$ cat src/conv_ctrl_pkg.sv
// Constants and types shared by the converter control block.
`default_nettype none
package conv_ctrl_pkg;
    // Register byte offsets on the AHB-Lite slave.
    localparam logic [7:0] GEN_CFG_OFS = 8'h00;
    localparam logic [7:0] FUNC_OFS = 8'h04;
    localparam logic [7:0] DIR_OFS = 8'h08;
    localparam logic [7:0] DRIVE_OFS = 8'h0C;
    localparam logic [7:0] OUT_LVL_OFS = 8'h10;
    localparam logic [7:0] IN_LVL_OFS = 8'h14;
    localparam logic [7:0] AVG_OFS = 8'h18;
    localparam logic [7:0] CLK_OFS = 8'h1C;
    localparam logic [7:0] SEQ_OFS = 8'h20;
    localparam logic [7:0] MAN_CH_OFS = 8'h24;
    localparam logic [7:0] RESULT_OFS = 8'h28;
    localparam logic [7:0] HI_OFS = 8'h2C;
    localparam logic [7:0] LO_OFS = 8'h30;
    localparam logic [7:0] STATUS_OFS = 8'h34;
    // Field positions.
    localparam int CAL_BIT = 0;
    localparam int START_BIT = 1;
    localparam int MODE_LSB = 2;
    localparam int OSC_BIT = 4;
    localparam int BUSY_BIT = 8;
    localparam int VALID_BIT = 9;
    localparam int RES_CH_LSB = 16;
    // Reset values.
    localparam logic [7:0] FUNC_RST = 8'h00;
    localparam logic [7:0] GPIO_RST = 8'h00;
    localparam logic [11:0] HI_RST = 12'hFFF;
    localparam logic [11:0] LO_RST = 12'h000;
    // Timing at a 10 ns clock.
    localparam int CLK_NS = 10;
    localparam int CYCLE_FAST_NS = 1000;
    localparam int ACQ_NS = 300;
    localparam logic [23:0] BASE_CYC = 24'(CYCLE_FAST_NS / CLK_NS);
    localparam logic [23:0] ODD_CYC = 24'((CYCLE_FAST_NS * 3) / (2 * CLK_NS));
    localparam logic [5:0] ACQ_CYC = 6'((ACQ_NS + CLK_NS - 1) / CLK_NS);
    localparam int SLOW_SHIFT = 5;
    // Conversion modes.
    typedef enum logic [1:0] {
        MODE_MANUAL = 2'b00,
        MODE_SEQ = 2'b01,
        MODE_AUTO = 2'b10,
        MODE_TURBO = 2'b11
    } mode_t;
    // Sequencer states.
    typedef enum logic [1:0] {
        ST_IDLE = 2'b00,
        ST_TRACK = 2'b01,
        ST_CONV = 2'b10,
        ST_CAL = 2'b11
    } seq_state_t;
endpackage
`default_nettype wire

$ cat src/conv_ctrl.sv
// Converter control: registers, GPIO, sequencer, averager, comparator.
//
// Local design decisions: the AHB-Lite interface to the registers and the placing of the registers.
`default_nettype none
// Function
// Reset makes all eight channels analog
// Function, direction, drive bits select pin mode
// Digital outputs drive the written level
// Input register returns real pin levels; the code reads analog channels as 0
// Codes are 12-bit unsigned straight binary
// Codes span 000 to FFF, midscale 800
// Setting calibration bit starts offset calibration
// Calibration bit self-clears when calibration ends
// Three-bit ratio sets averaging for all
// Averaged result is sixteen bits wide
// Host starts first conversion, rest internal
// Averaging lasts sample period times count
// Result readable only after averaging completes
// Autonomous mode averages enabled channels in turn
// Comparator uses top twelve result bits
// Sampling switch opens during conversion
// Window comparator flags threshold crossings
// Manual, autonomous and turbo modes exist
// Internal rate from oscillator pick and divider
// Output level ignored on non-output channels
// Sum samples, scale average to sixteen bits
module conv_ctrl
    import conv_ctrl_pkg::*;
(
    input wire logic hclk,
    input wire logic hresetn,
    input wire logic hsel,
    input wire logic [31:0] haddr,
    input wire logic [1:0] htrans,
    input wire logic hwrite,
    input wire logic [2:0] hsize,
    input wire logic [31:0] hwdata,
    input wire logic hready,
    output logic hreadyout,
    output logic hresp,
    output logic [31:0] hrdata,
    input wire logic [7:0] pin_in,
    output logic [7:0] pin_out,
    output logic [7:0] pin_oe,
    output logic track_gate,
    output logic conv_start,
    output logic [2:0] conv_chan,
    input wire logic [11:0] conv_code,
    input wire logic conv_done,
    output logic cal_start,
    input wire logic cal_done,
    output logic threshold_alert
);

    // All block state in one record.
    typedef struct packed {
        seq_state_t st;
        logic wr_pend;
        logic [7:0] wr_addr;
        logic [31:0] rdata;
        logic cal;
        logic start;
        mode_t mode;
        logic [7:0] func;
        logic [7:0] dir;
        logic [7:0] drive;
        logic [7:0] olvl;
        logic [2:0] average_ratio;
        logic osc;
        logic [3:0] div;
        logic [7:0] seq_en;
        logic [2:0] man_ch;
        logic [11:0] hi;
        logic [11:0] lo;
        logic [7:0] flags;
        logic [15:0] result;
        logic [2:0] res_ch;
        logic res_valid;
        logic [2:0] chan;
        logic [7:0] cnt;
        logic [18:0] acc;
        logic [23:0] tmr;
        logic [5:0] acq;
        logic cstart;
        logic cal_go;
    } state_t;

    state_t q; // Registered state.
    state_t d; // Next state.
    logic [7:0] flag_set; // Comparator hits this cycle.
    logic [7:0] flag_clr; // Software write-one-to-clear mask.
    logic [18:0] sum; // Accumulator including the arriving code.
    logic [11:0] avg_top; // Upper twelve bits of the new average.
    logic [15:0] avg; // Scaled average.

    // Sample period in clocks: odd dividers are 1.5x, slow oscillator 32x.
    function automatic logic [23:0] period_cyc(input logic osc,
                                               input logic [3:0] div);
        logic [23:0] p;
        p = div[0] ? ODD_CYC : BASE_CYC;
        p = p << div[3:1];
        if (osc) begin
            p = p << SLOW_SHIFT;
        end
        return p;
    endfunction

    // Index of the last sample for a given ratio; zero means no averaging.
    function automatic logic [7:0] last_sample(input logic [2:0] r);
        return 8'((9'h001 << r) - 9'h001);
    endfunction

    // Next enabled channel after cur, wrapping round.
    function automatic logic [2:0] next_chan(input logic [7:0] en,
                                             input logic [2:0] cur);
        logic [2:0] n;
        logic [2:0] pick;
        logic found;
        pick = cur;
        found = 1'b0;
        for (int i = 1; i <= 8; i++) begin
            n = 3'(cur + 3'(i));
            if (!found && en[n]) begin
                pick = n;
                found = 1'b1;
            end
        end
        return pick;
    endfunction

    // Pins actually driven: output channels only, open-drain only pulls low.
    generate
        for (genvar g = 0; g < 8; g++) begin : g_pin
            always_comb begin
                pin_oe[g] = q.func[g] && q.dir[g]
                    && (q.drive[g] || !q.olvl[g]);
                pin_out[g] = q.drive[g] && q.olvl[g];
            end
        end
    endgenerate

    // Bus and converter outputs: ready and response fixed, the rest from the record.
    assign hreadyout = 1'b1;
    assign hresp = 1'b0;
    assign hrdata = q.rdata;
    assign conv_start = q.cstart;
    assign cal_start = q.cal_go;
    assign conv_chan = q.chan;
    assign track_gate = (q.st == ST_IDLE) || (q.st == ST_TRACK);
    assign threshold_alert = |q.flags;

    // Averager datapath: sum of 12-bit codes scaled up to 16 bits.
    assign sum = q.acc + {7'h00, conv_code};
    assign avg = 16'({sum, 4'h0} >> q.average_ratio);
    assign avg_top = avg[15:4];

    // Next-state logic: sequencer, averager, then bus.
    always_comb begin
        d = q;
        d.cstart = 1'b0;
        d.cal_go = 1'b0;
        flag_set = 8'h00;
        flag_clr = 8'h00;
        // The period timer counts down to the next permitted start.
        if (q.tmr != 24'h000000) begin
            d.tmr = q.tmr - 24'h000001;
        end
        case (q.st)
            ST_IDLE: begin
                if (q.cal) begin
                    d.cal_go = 1'b1;
                    d.st = ST_CAL;
                end else if (q.start || (q.mode == MODE_TURBO)
                        || (q.mode == MODE_AUTO && q.seq_en != 8'h00)) begin
                    // Host starts only the first sample of an average.
                    d.start = 1'b0;
                    d.chan = (q.mode == MODE_SEQ || q.mode == MODE_AUTO)
                        ? next_chan(q.seq_en, q.chan) : q.man_ch;
                    d.cnt = 8'h00;
                    d.acc = 19'h00000;
                    d.acq = 6'h00;
                    d.res_valid = 1'b0;
                    d.st = ST_TRACK;
                end
            end
            ST_TRACK: begin
                // Acquire at least the minimum time, then wait for the period timer to run out.
                if (q.acq < ACQ_CYC - 6'h01) begin
                    d.acq = q.acq + 6'h01;
                end else if (q.tmr == 24'h000000) begin
                    d.cstart = 1'b1;
                    d.tmr = period_cyc(q.osc, q.div) - 24'h000001;
                    d.st = ST_CONV;
                end
            end
            ST_CONV: begin
                if (conv_done) begin
                    d.acc = sum;
                    if (q.cnt == last_sample(q.average_ratio)) begin
                        d.result = avg;
                        d.res_ch = q.chan;
                        d.res_valid = 1'b1;
                        if (avg_top > q.hi || avg_top < q.lo) begin
                            flag_set[q.chan] = 1'b1;
                        end
                        d.st = ST_IDLE;
                    end else begin
                        // Further samples are started internally.
                        d.cnt = q.cnt + 8'h01;
                        d.acq = 6'h00;
                        d.st = ST_TRACK;
                    end
                end
            end
            ST_CAL: begin
                if (cal_done) begin
                    d.cal = 1'b0;
                    d.st = ST_IDLE;
                end
            end
            default: begin
                d.st = ST_IDLE;
            end
        endcase
        // Data phase of a write: applied from the captured address.
        if (q.wr_pend) begin
            case (q.wr_addr)
                GEN_CFG_OFS: begin
                    // A one sets the trigger; a zero never cancels it.
                    d.cal = d.cal | hwdata[CAL_BIT];
                    d.start = d.start | hwdata[START_BIT];
                    d.mode = mode_t'(hwdata[MODE_LSB +: 2]);
                end
                FUNC_OFS: d.func = hwdata[7:0];
                DIR_OFS: d.dir = hwdata[7:0];
                DRIVE_OFS: d.drive = hwdata[7:0];
                OUT_LVL_OFS: d.olvl = hwdata[7:0];
                AVG_OFS: d.average_ratio = hwdata[2:0];
                CLK_OFS: begin
                    d.div = hwdata[3:0];
                    d.osc = hwdata[OSC_BIT];
                end
                SEQ_OFS: d.seq_en = hwdata[7:0];
                MAN_CH_OFS: d.man_ch = hwdata[2:0];
                HI_OFS: d.hi = hwdata[11:0];
                LO_OFS: d.lo = hwdata[11:0];
                STATUS_OFS: flag_clr = hwdata[7:0];
                default: begin
                end
            endcase
        end
        // A comparator hit in the clearing cycle survives the clear.
        d.flags = (q.flags & ~flag_clr) | flag_set;
        // Address phase: capture writes, fetch read data for the data phase.
        d.wr_pend = 1'b0;
        if (hsel && hready && htrans[1]) begin
            d.wr_pend = hwrite && (hsize == 3'b010);
            d.wr_addr = haddr[7:0];
            d.rdata = 32'h00000000;
            if (!hwrite) begin
                case (haddr[7:0])
                    GEN_CFG_OFS: begin
                        d.rdata[CAL_BIT] = q.cal;
                        d.rdata[MODE_LSB +: 2] = q.mode;
                    end
                    FUNC_OFS: d.rdata[7:0] = q.func;
                    DIR_OFS: d.rdata[7:0] = q.dir;
                    DRIVE_OFS: d.rdata[7:0] = q.drive;
                    OUT_LVL_OFS: d.rdata[7:0] = q.olvl;
                    IN_LVL_OFS: d.rdata[7:0] = pin_in & q.func;
                    AVG_OFS: d.rdata[2:0] = q.average_ratio;
                    CLK_OFS: d.rdata[4:0] = {q.osc, q.div};
                    SEQ_OFS: d.rdata[7:0] = q.seq_en;
                    MAN_CH_OFS: d.rdata[2:0] = q.man_ch;
                    RESULT_OFS: begin
                        d.rdata[15:0] = q.result;
                        d.rdata[RES_CH_LSB +: 3] = q.res_ch;
                    end
                    HI_OFS: d.rdata[11:0] = q.hi;
                    LO_OFS: d.rdata[11:0] = q.lo;
                    STATUS_OFS: begin
                        d.rdata[7:0] = q.flags;
                        d.rdata[BUSY_BIT] = q.st != ST_IDLE;
                        d.rdata[VALID_BIT] = q.res_valid;
                    end
                    default: d.rdata = 32'h00000000;
                endcase
            end
        end
    end

    // State register; every channel comes out of reset analog.
    always_ff @(posedge hclk or negedge hresetn) begin
        if (!hresetn) begin
            q <= '0;
            q.func <= FUNC_RST;
            q.dir <= GPIO_RST;
            q.drive <= GPIO_RST;
            q.hi <= HI_RST;
            q.lo <= LO_RST;
        end else begin
            q <= d;
        end
    end
endmodule // conv_ctrl
`default_nettype wire

$ cat config.mk
export PLATFORM = sky130hd
export DESIGN_NAME = conv_ctrl
export DESIGN_NICKNAME = d
export VERILOG_FILES = /design/src/conv_ctrl_pkg.sv /design/src/conv_ctrl.sv
export SDC_FILE = /design/constraint.sdc
export NUM_CORES = 1
export LEC_CHECK = 0
export BUFFER_PORTS_ARGS = -buffer_cell sky130_fd_sc_hd__buf_2
export CORE_ASPECT_RATIO = 2
export CORE_UTILIZATION = 40
export DETAILED_ROUTE_END_ITERATION = 7
export PLACE_DENSITY = 0.56
export SLEW_MARGIN = 20
export SYNTH_ARGS = -nofsm -noshare
export SYNTH_HDL_FRONTEND = slang
export SYNTH_SLANG_ARGS = --single-unit
export TNS_END_PERCENT = 20
$ cat constraint.sdc
create_clock -name hclk -period 8.6 [get_ports hclk]
set_clock_uncertainty 0.05 [all_clocks]
set_input_delay 0 -clock hclk [delete_from_list [all_inputs] [get_ports hclk]]
set_output_delay 0 -clock hclk [all_outputs]
set_load 0.05 [all_outputs]
==> impl_metrics.ini <==
[detailed_routing]
wl_per_cell_um = 21.42
antenna_left = 0
drt-pass1-iter-count = 5
wl_um = 41900
drtIter0Drc = 636
drcViolationCount = 0
viasPerCell = 5.833
vias = 11410

[timing]
fmax_mhz = 195.1
setup-tns-final_ns = 0
period_needed_ns = 5.124
final_hold_viol_count = 0
finalSetupViolCount = 0
min_period_over_period = 0.5959
slew_violations = 0
rsz0062_at_grt = false
max_slew_margin = 0.1802
worstMarginPinSlew_ns = 1.225

[worst_setup_path]
critPathMaxStageDelay_ns = 0.59
crit_arrival_ns = 5.43
crit_family = compound AO/OA/AOI/OAI gates
cp_num_buf_inv = 1
crit_slowest_cell = mux4_1
end_kind = flop
worstPathCellList = ha_1 > inv_1 > fa_1 > nand2b_1 > a21o_1 > a21oi_2 > xor2_1 > mux4_1 > mux2_2 > ha_1 > nor2b_1 > o21a_1 > o21a_1 > o21ai_0 > a31oi_1 > a2111oi_0 > o21ai_2 > a32o_1
path_class = flop to flop
cp.required_ns = 8.90
critPathMaxFanout = 8
start_kind = flop

[placement]
dp_cells = 1894
port_buffers = 92
place_congestion = 0.9101
hpwl_um = 32450

[grt]
grt_max_degree = 75
grt_pass1_wl_um = 64840
track_usage = 0.2500
grt_pass1_vias = 11760
globalRouteOverflowTotal = 0
antenna_found_initial = 1

[power]
p_leak_nw = 6.773
ir_drop_mv = 0.1412
power.density_nw_per_um2 = 187.0
power_frac_seq = 0.402
comb_power_share = 0.312
power.switching_mw = 1.018
internal_power_mw = 1.753
power.share.clock = 0.286
sw_frac_of_total = 0.3673

[logic_synthesis]
async_reset_ff_frac = 1.000
netlist_area_um2 = 13340
synth.most_common_cell = dfrtp_1
ys_types = 96
syn_inst = 1444
synth_seq_area_share = 0.3743
synthTopCellsByCount = dfrtp_1 (187), nand2_1 (159), nor2_1 (118)
avgSynthCellArea_um2 = 9.241
synth_edf_count = 0
yosysTopAreaCell = dfrtp_1
ys_warn_count = 0
synth_seq_cells = 199
synth_area_leaders = dfrtp_1 (35%), mux2_2 (6.5%), ha_1 (5.1%)
synth_ff_type = dfrtp_1
synth_top_area_share = 0.3507

[run_status]
status = complete, no violations

[cts]
cts_root_buf = clkbuf_16
clockBufferDepth = 2
h-tree-depth = 4
cts_buffers = 17
cts-resized-gates = 0
cts_tree = done
clkSlewWorstSetupHoldPaths_ns = 0.08
clk_latency_ns = 0.46
cts_num_sinks = 199
cts_setup_buffers = 0

[finish]
antenna_cells = 0
layout.cells.non_filler = 1956
area_growth_pct = 11.07
finalNetCount = 1662
layout-drive-gt1-share = 0.1818

[floorplanning]
die_w_um = 131.2
core_area_um2 = 32810
die_area_um2 = 34140
ioPinCount = 153
rows = 94
die_h_um = 260.3
start_util = 0.4067

[run]
drv_cap = 0

[min_path]
holdCritPathClass = primary input to flop
[worst reg2reg max path, stage by stage, from the launching register on]
cell and delay (ns):
dfrtp_1 0.37, ha_1 0.26, inv_1 0.08, fa_1 0.40, nand2b_1 0.20, a21o_1 0.22
a21oi_2 0.29, xor2_1 0.18, mux4_1 0.59, mux2_2 0.33, ha_1 0.30, nor2b_1 0.14
o21a_1 0.16, o21a_1 0.18, o21ai_0 0.16, a31oi_1 0.10, a2111oi_0 0.48, o21ai_2 0.24
a32o_1 0.30
[layout by cell type (no fill, tap or decap), types with 14 or more instances in the layout]
cell type,instances
a21oi_1,67
ha_1,54
xor2_1,29
nand2_1,159
a22o_1,25
buf_4,17
nand4_1,15
a21o_1,21
xnor2_1,27
nor4_1,15
nand3_1,35
dfrtp_1,187
nor2_1,116
o21ai_0,102
a22oi_1,20
nor3_1,28
dlygate4sd3_1,30
buf_2,91
mux2_2,77
inv_1,63
mux2i_1,24
conb_1,15
clkbuf_16,17
nand2b_1,14
[cell type report]
class                      count  area [um2]
multi-input combinational   1085        7565
inverter                      69       259.0
timing repair buffer         139       897.1
clock inverter                15       140.1
fill                        3258       17990
clock buffer                  17       425.4
sequential                   199        4995
tap                          432       540.5
[final timing paths]
| kind | slack [ns] | start | end | depth (start not counted) |
|---|---|---|---|---|
| min in group asynchronous | 0.06 | hresetn | q[10] | 2 |
| setup / recovery | 3.48 | q[32] | q[82] | 18 |
| hold / removal | 0.05 | conv_code[1] | q[33] | 4 |
| max in group asynchronous | 6.99 | hresetn | hrdata[15] | 3 |
| hold reg to reg | 0.43 | q[31] | q[31] | 1 |
| setup reg to reg | 3.48 | q[32] | q[82] | 18 |
[layer usage]
metal	vias to the layer above	wire [um]	GRT usage
met5	-	0	0
met4	0	2766	0.1843
met3	128	1079	0.02700
met2	296	24120	0.5027
met1	5649	13930	0.2270
li1	5336	-	-
[through the flow]
stage	worst slack, ns	total power [mW]	cell area (um2)	util	hold WS [ns]
2_1_floorplan	4.130	1.756	13390	-	-0.3456
3_3_place_gp	3.633	1.964	13950	0.4252	0.01056
3_5_place_dp	3.550	1.981	13960	0.4253	0.01170
4_1_cts	3.503	2.789	14820	0.4517	0.04054
5_1_grt	3.097	2.934	14820	0.4517	0.07947
6_report	3.476	2.771	14820	0.4517	0.05422
[power by group through the flow]
| stage | logic [mW] | clock network, mW | registers [mW] |
|---|---|---|---|
| after CTS | 0.867 | 0.809 | 1.11 |
| after detailed placement | 0.852 | 0 | 1.13 |
| after floorplan | 0.663 | 0 | 1.09 |
| after global placement | 0.836 | 0 | 1.13 |
| after global routing | 0.960 | 0.846 | 1.13 |
| final | 0.864 | 0.793 | 1.11 |
[registers in the layout, indices dropped and copies added (netlist names), named ones only]
register	cells
q	175
hrdata	19
conv_chan	1
cal_start	1
conv_start	1
[what timing repair did]
| item | CTS | global route |
|---|---|---|
| endpoints found under the setup margin | 0 | 0 |
| hold endpoints to repair | 164 | 0 |
| hold buffers | 30 | 0 |
[cells by family after synthesis]
group	count (synthesis)	share of synthesized area
mux	120	0.1134
buf+inv	173	0.06282
fa+ha+maj	55	0.05213
flops	199	0.3743
xor+xnor	56	0.03676
simple gates	460	0.1671
other cells	2	0.0005628
compound gates	379	0.1930
No activity file was read; power rests on OpenSTA's default activity.
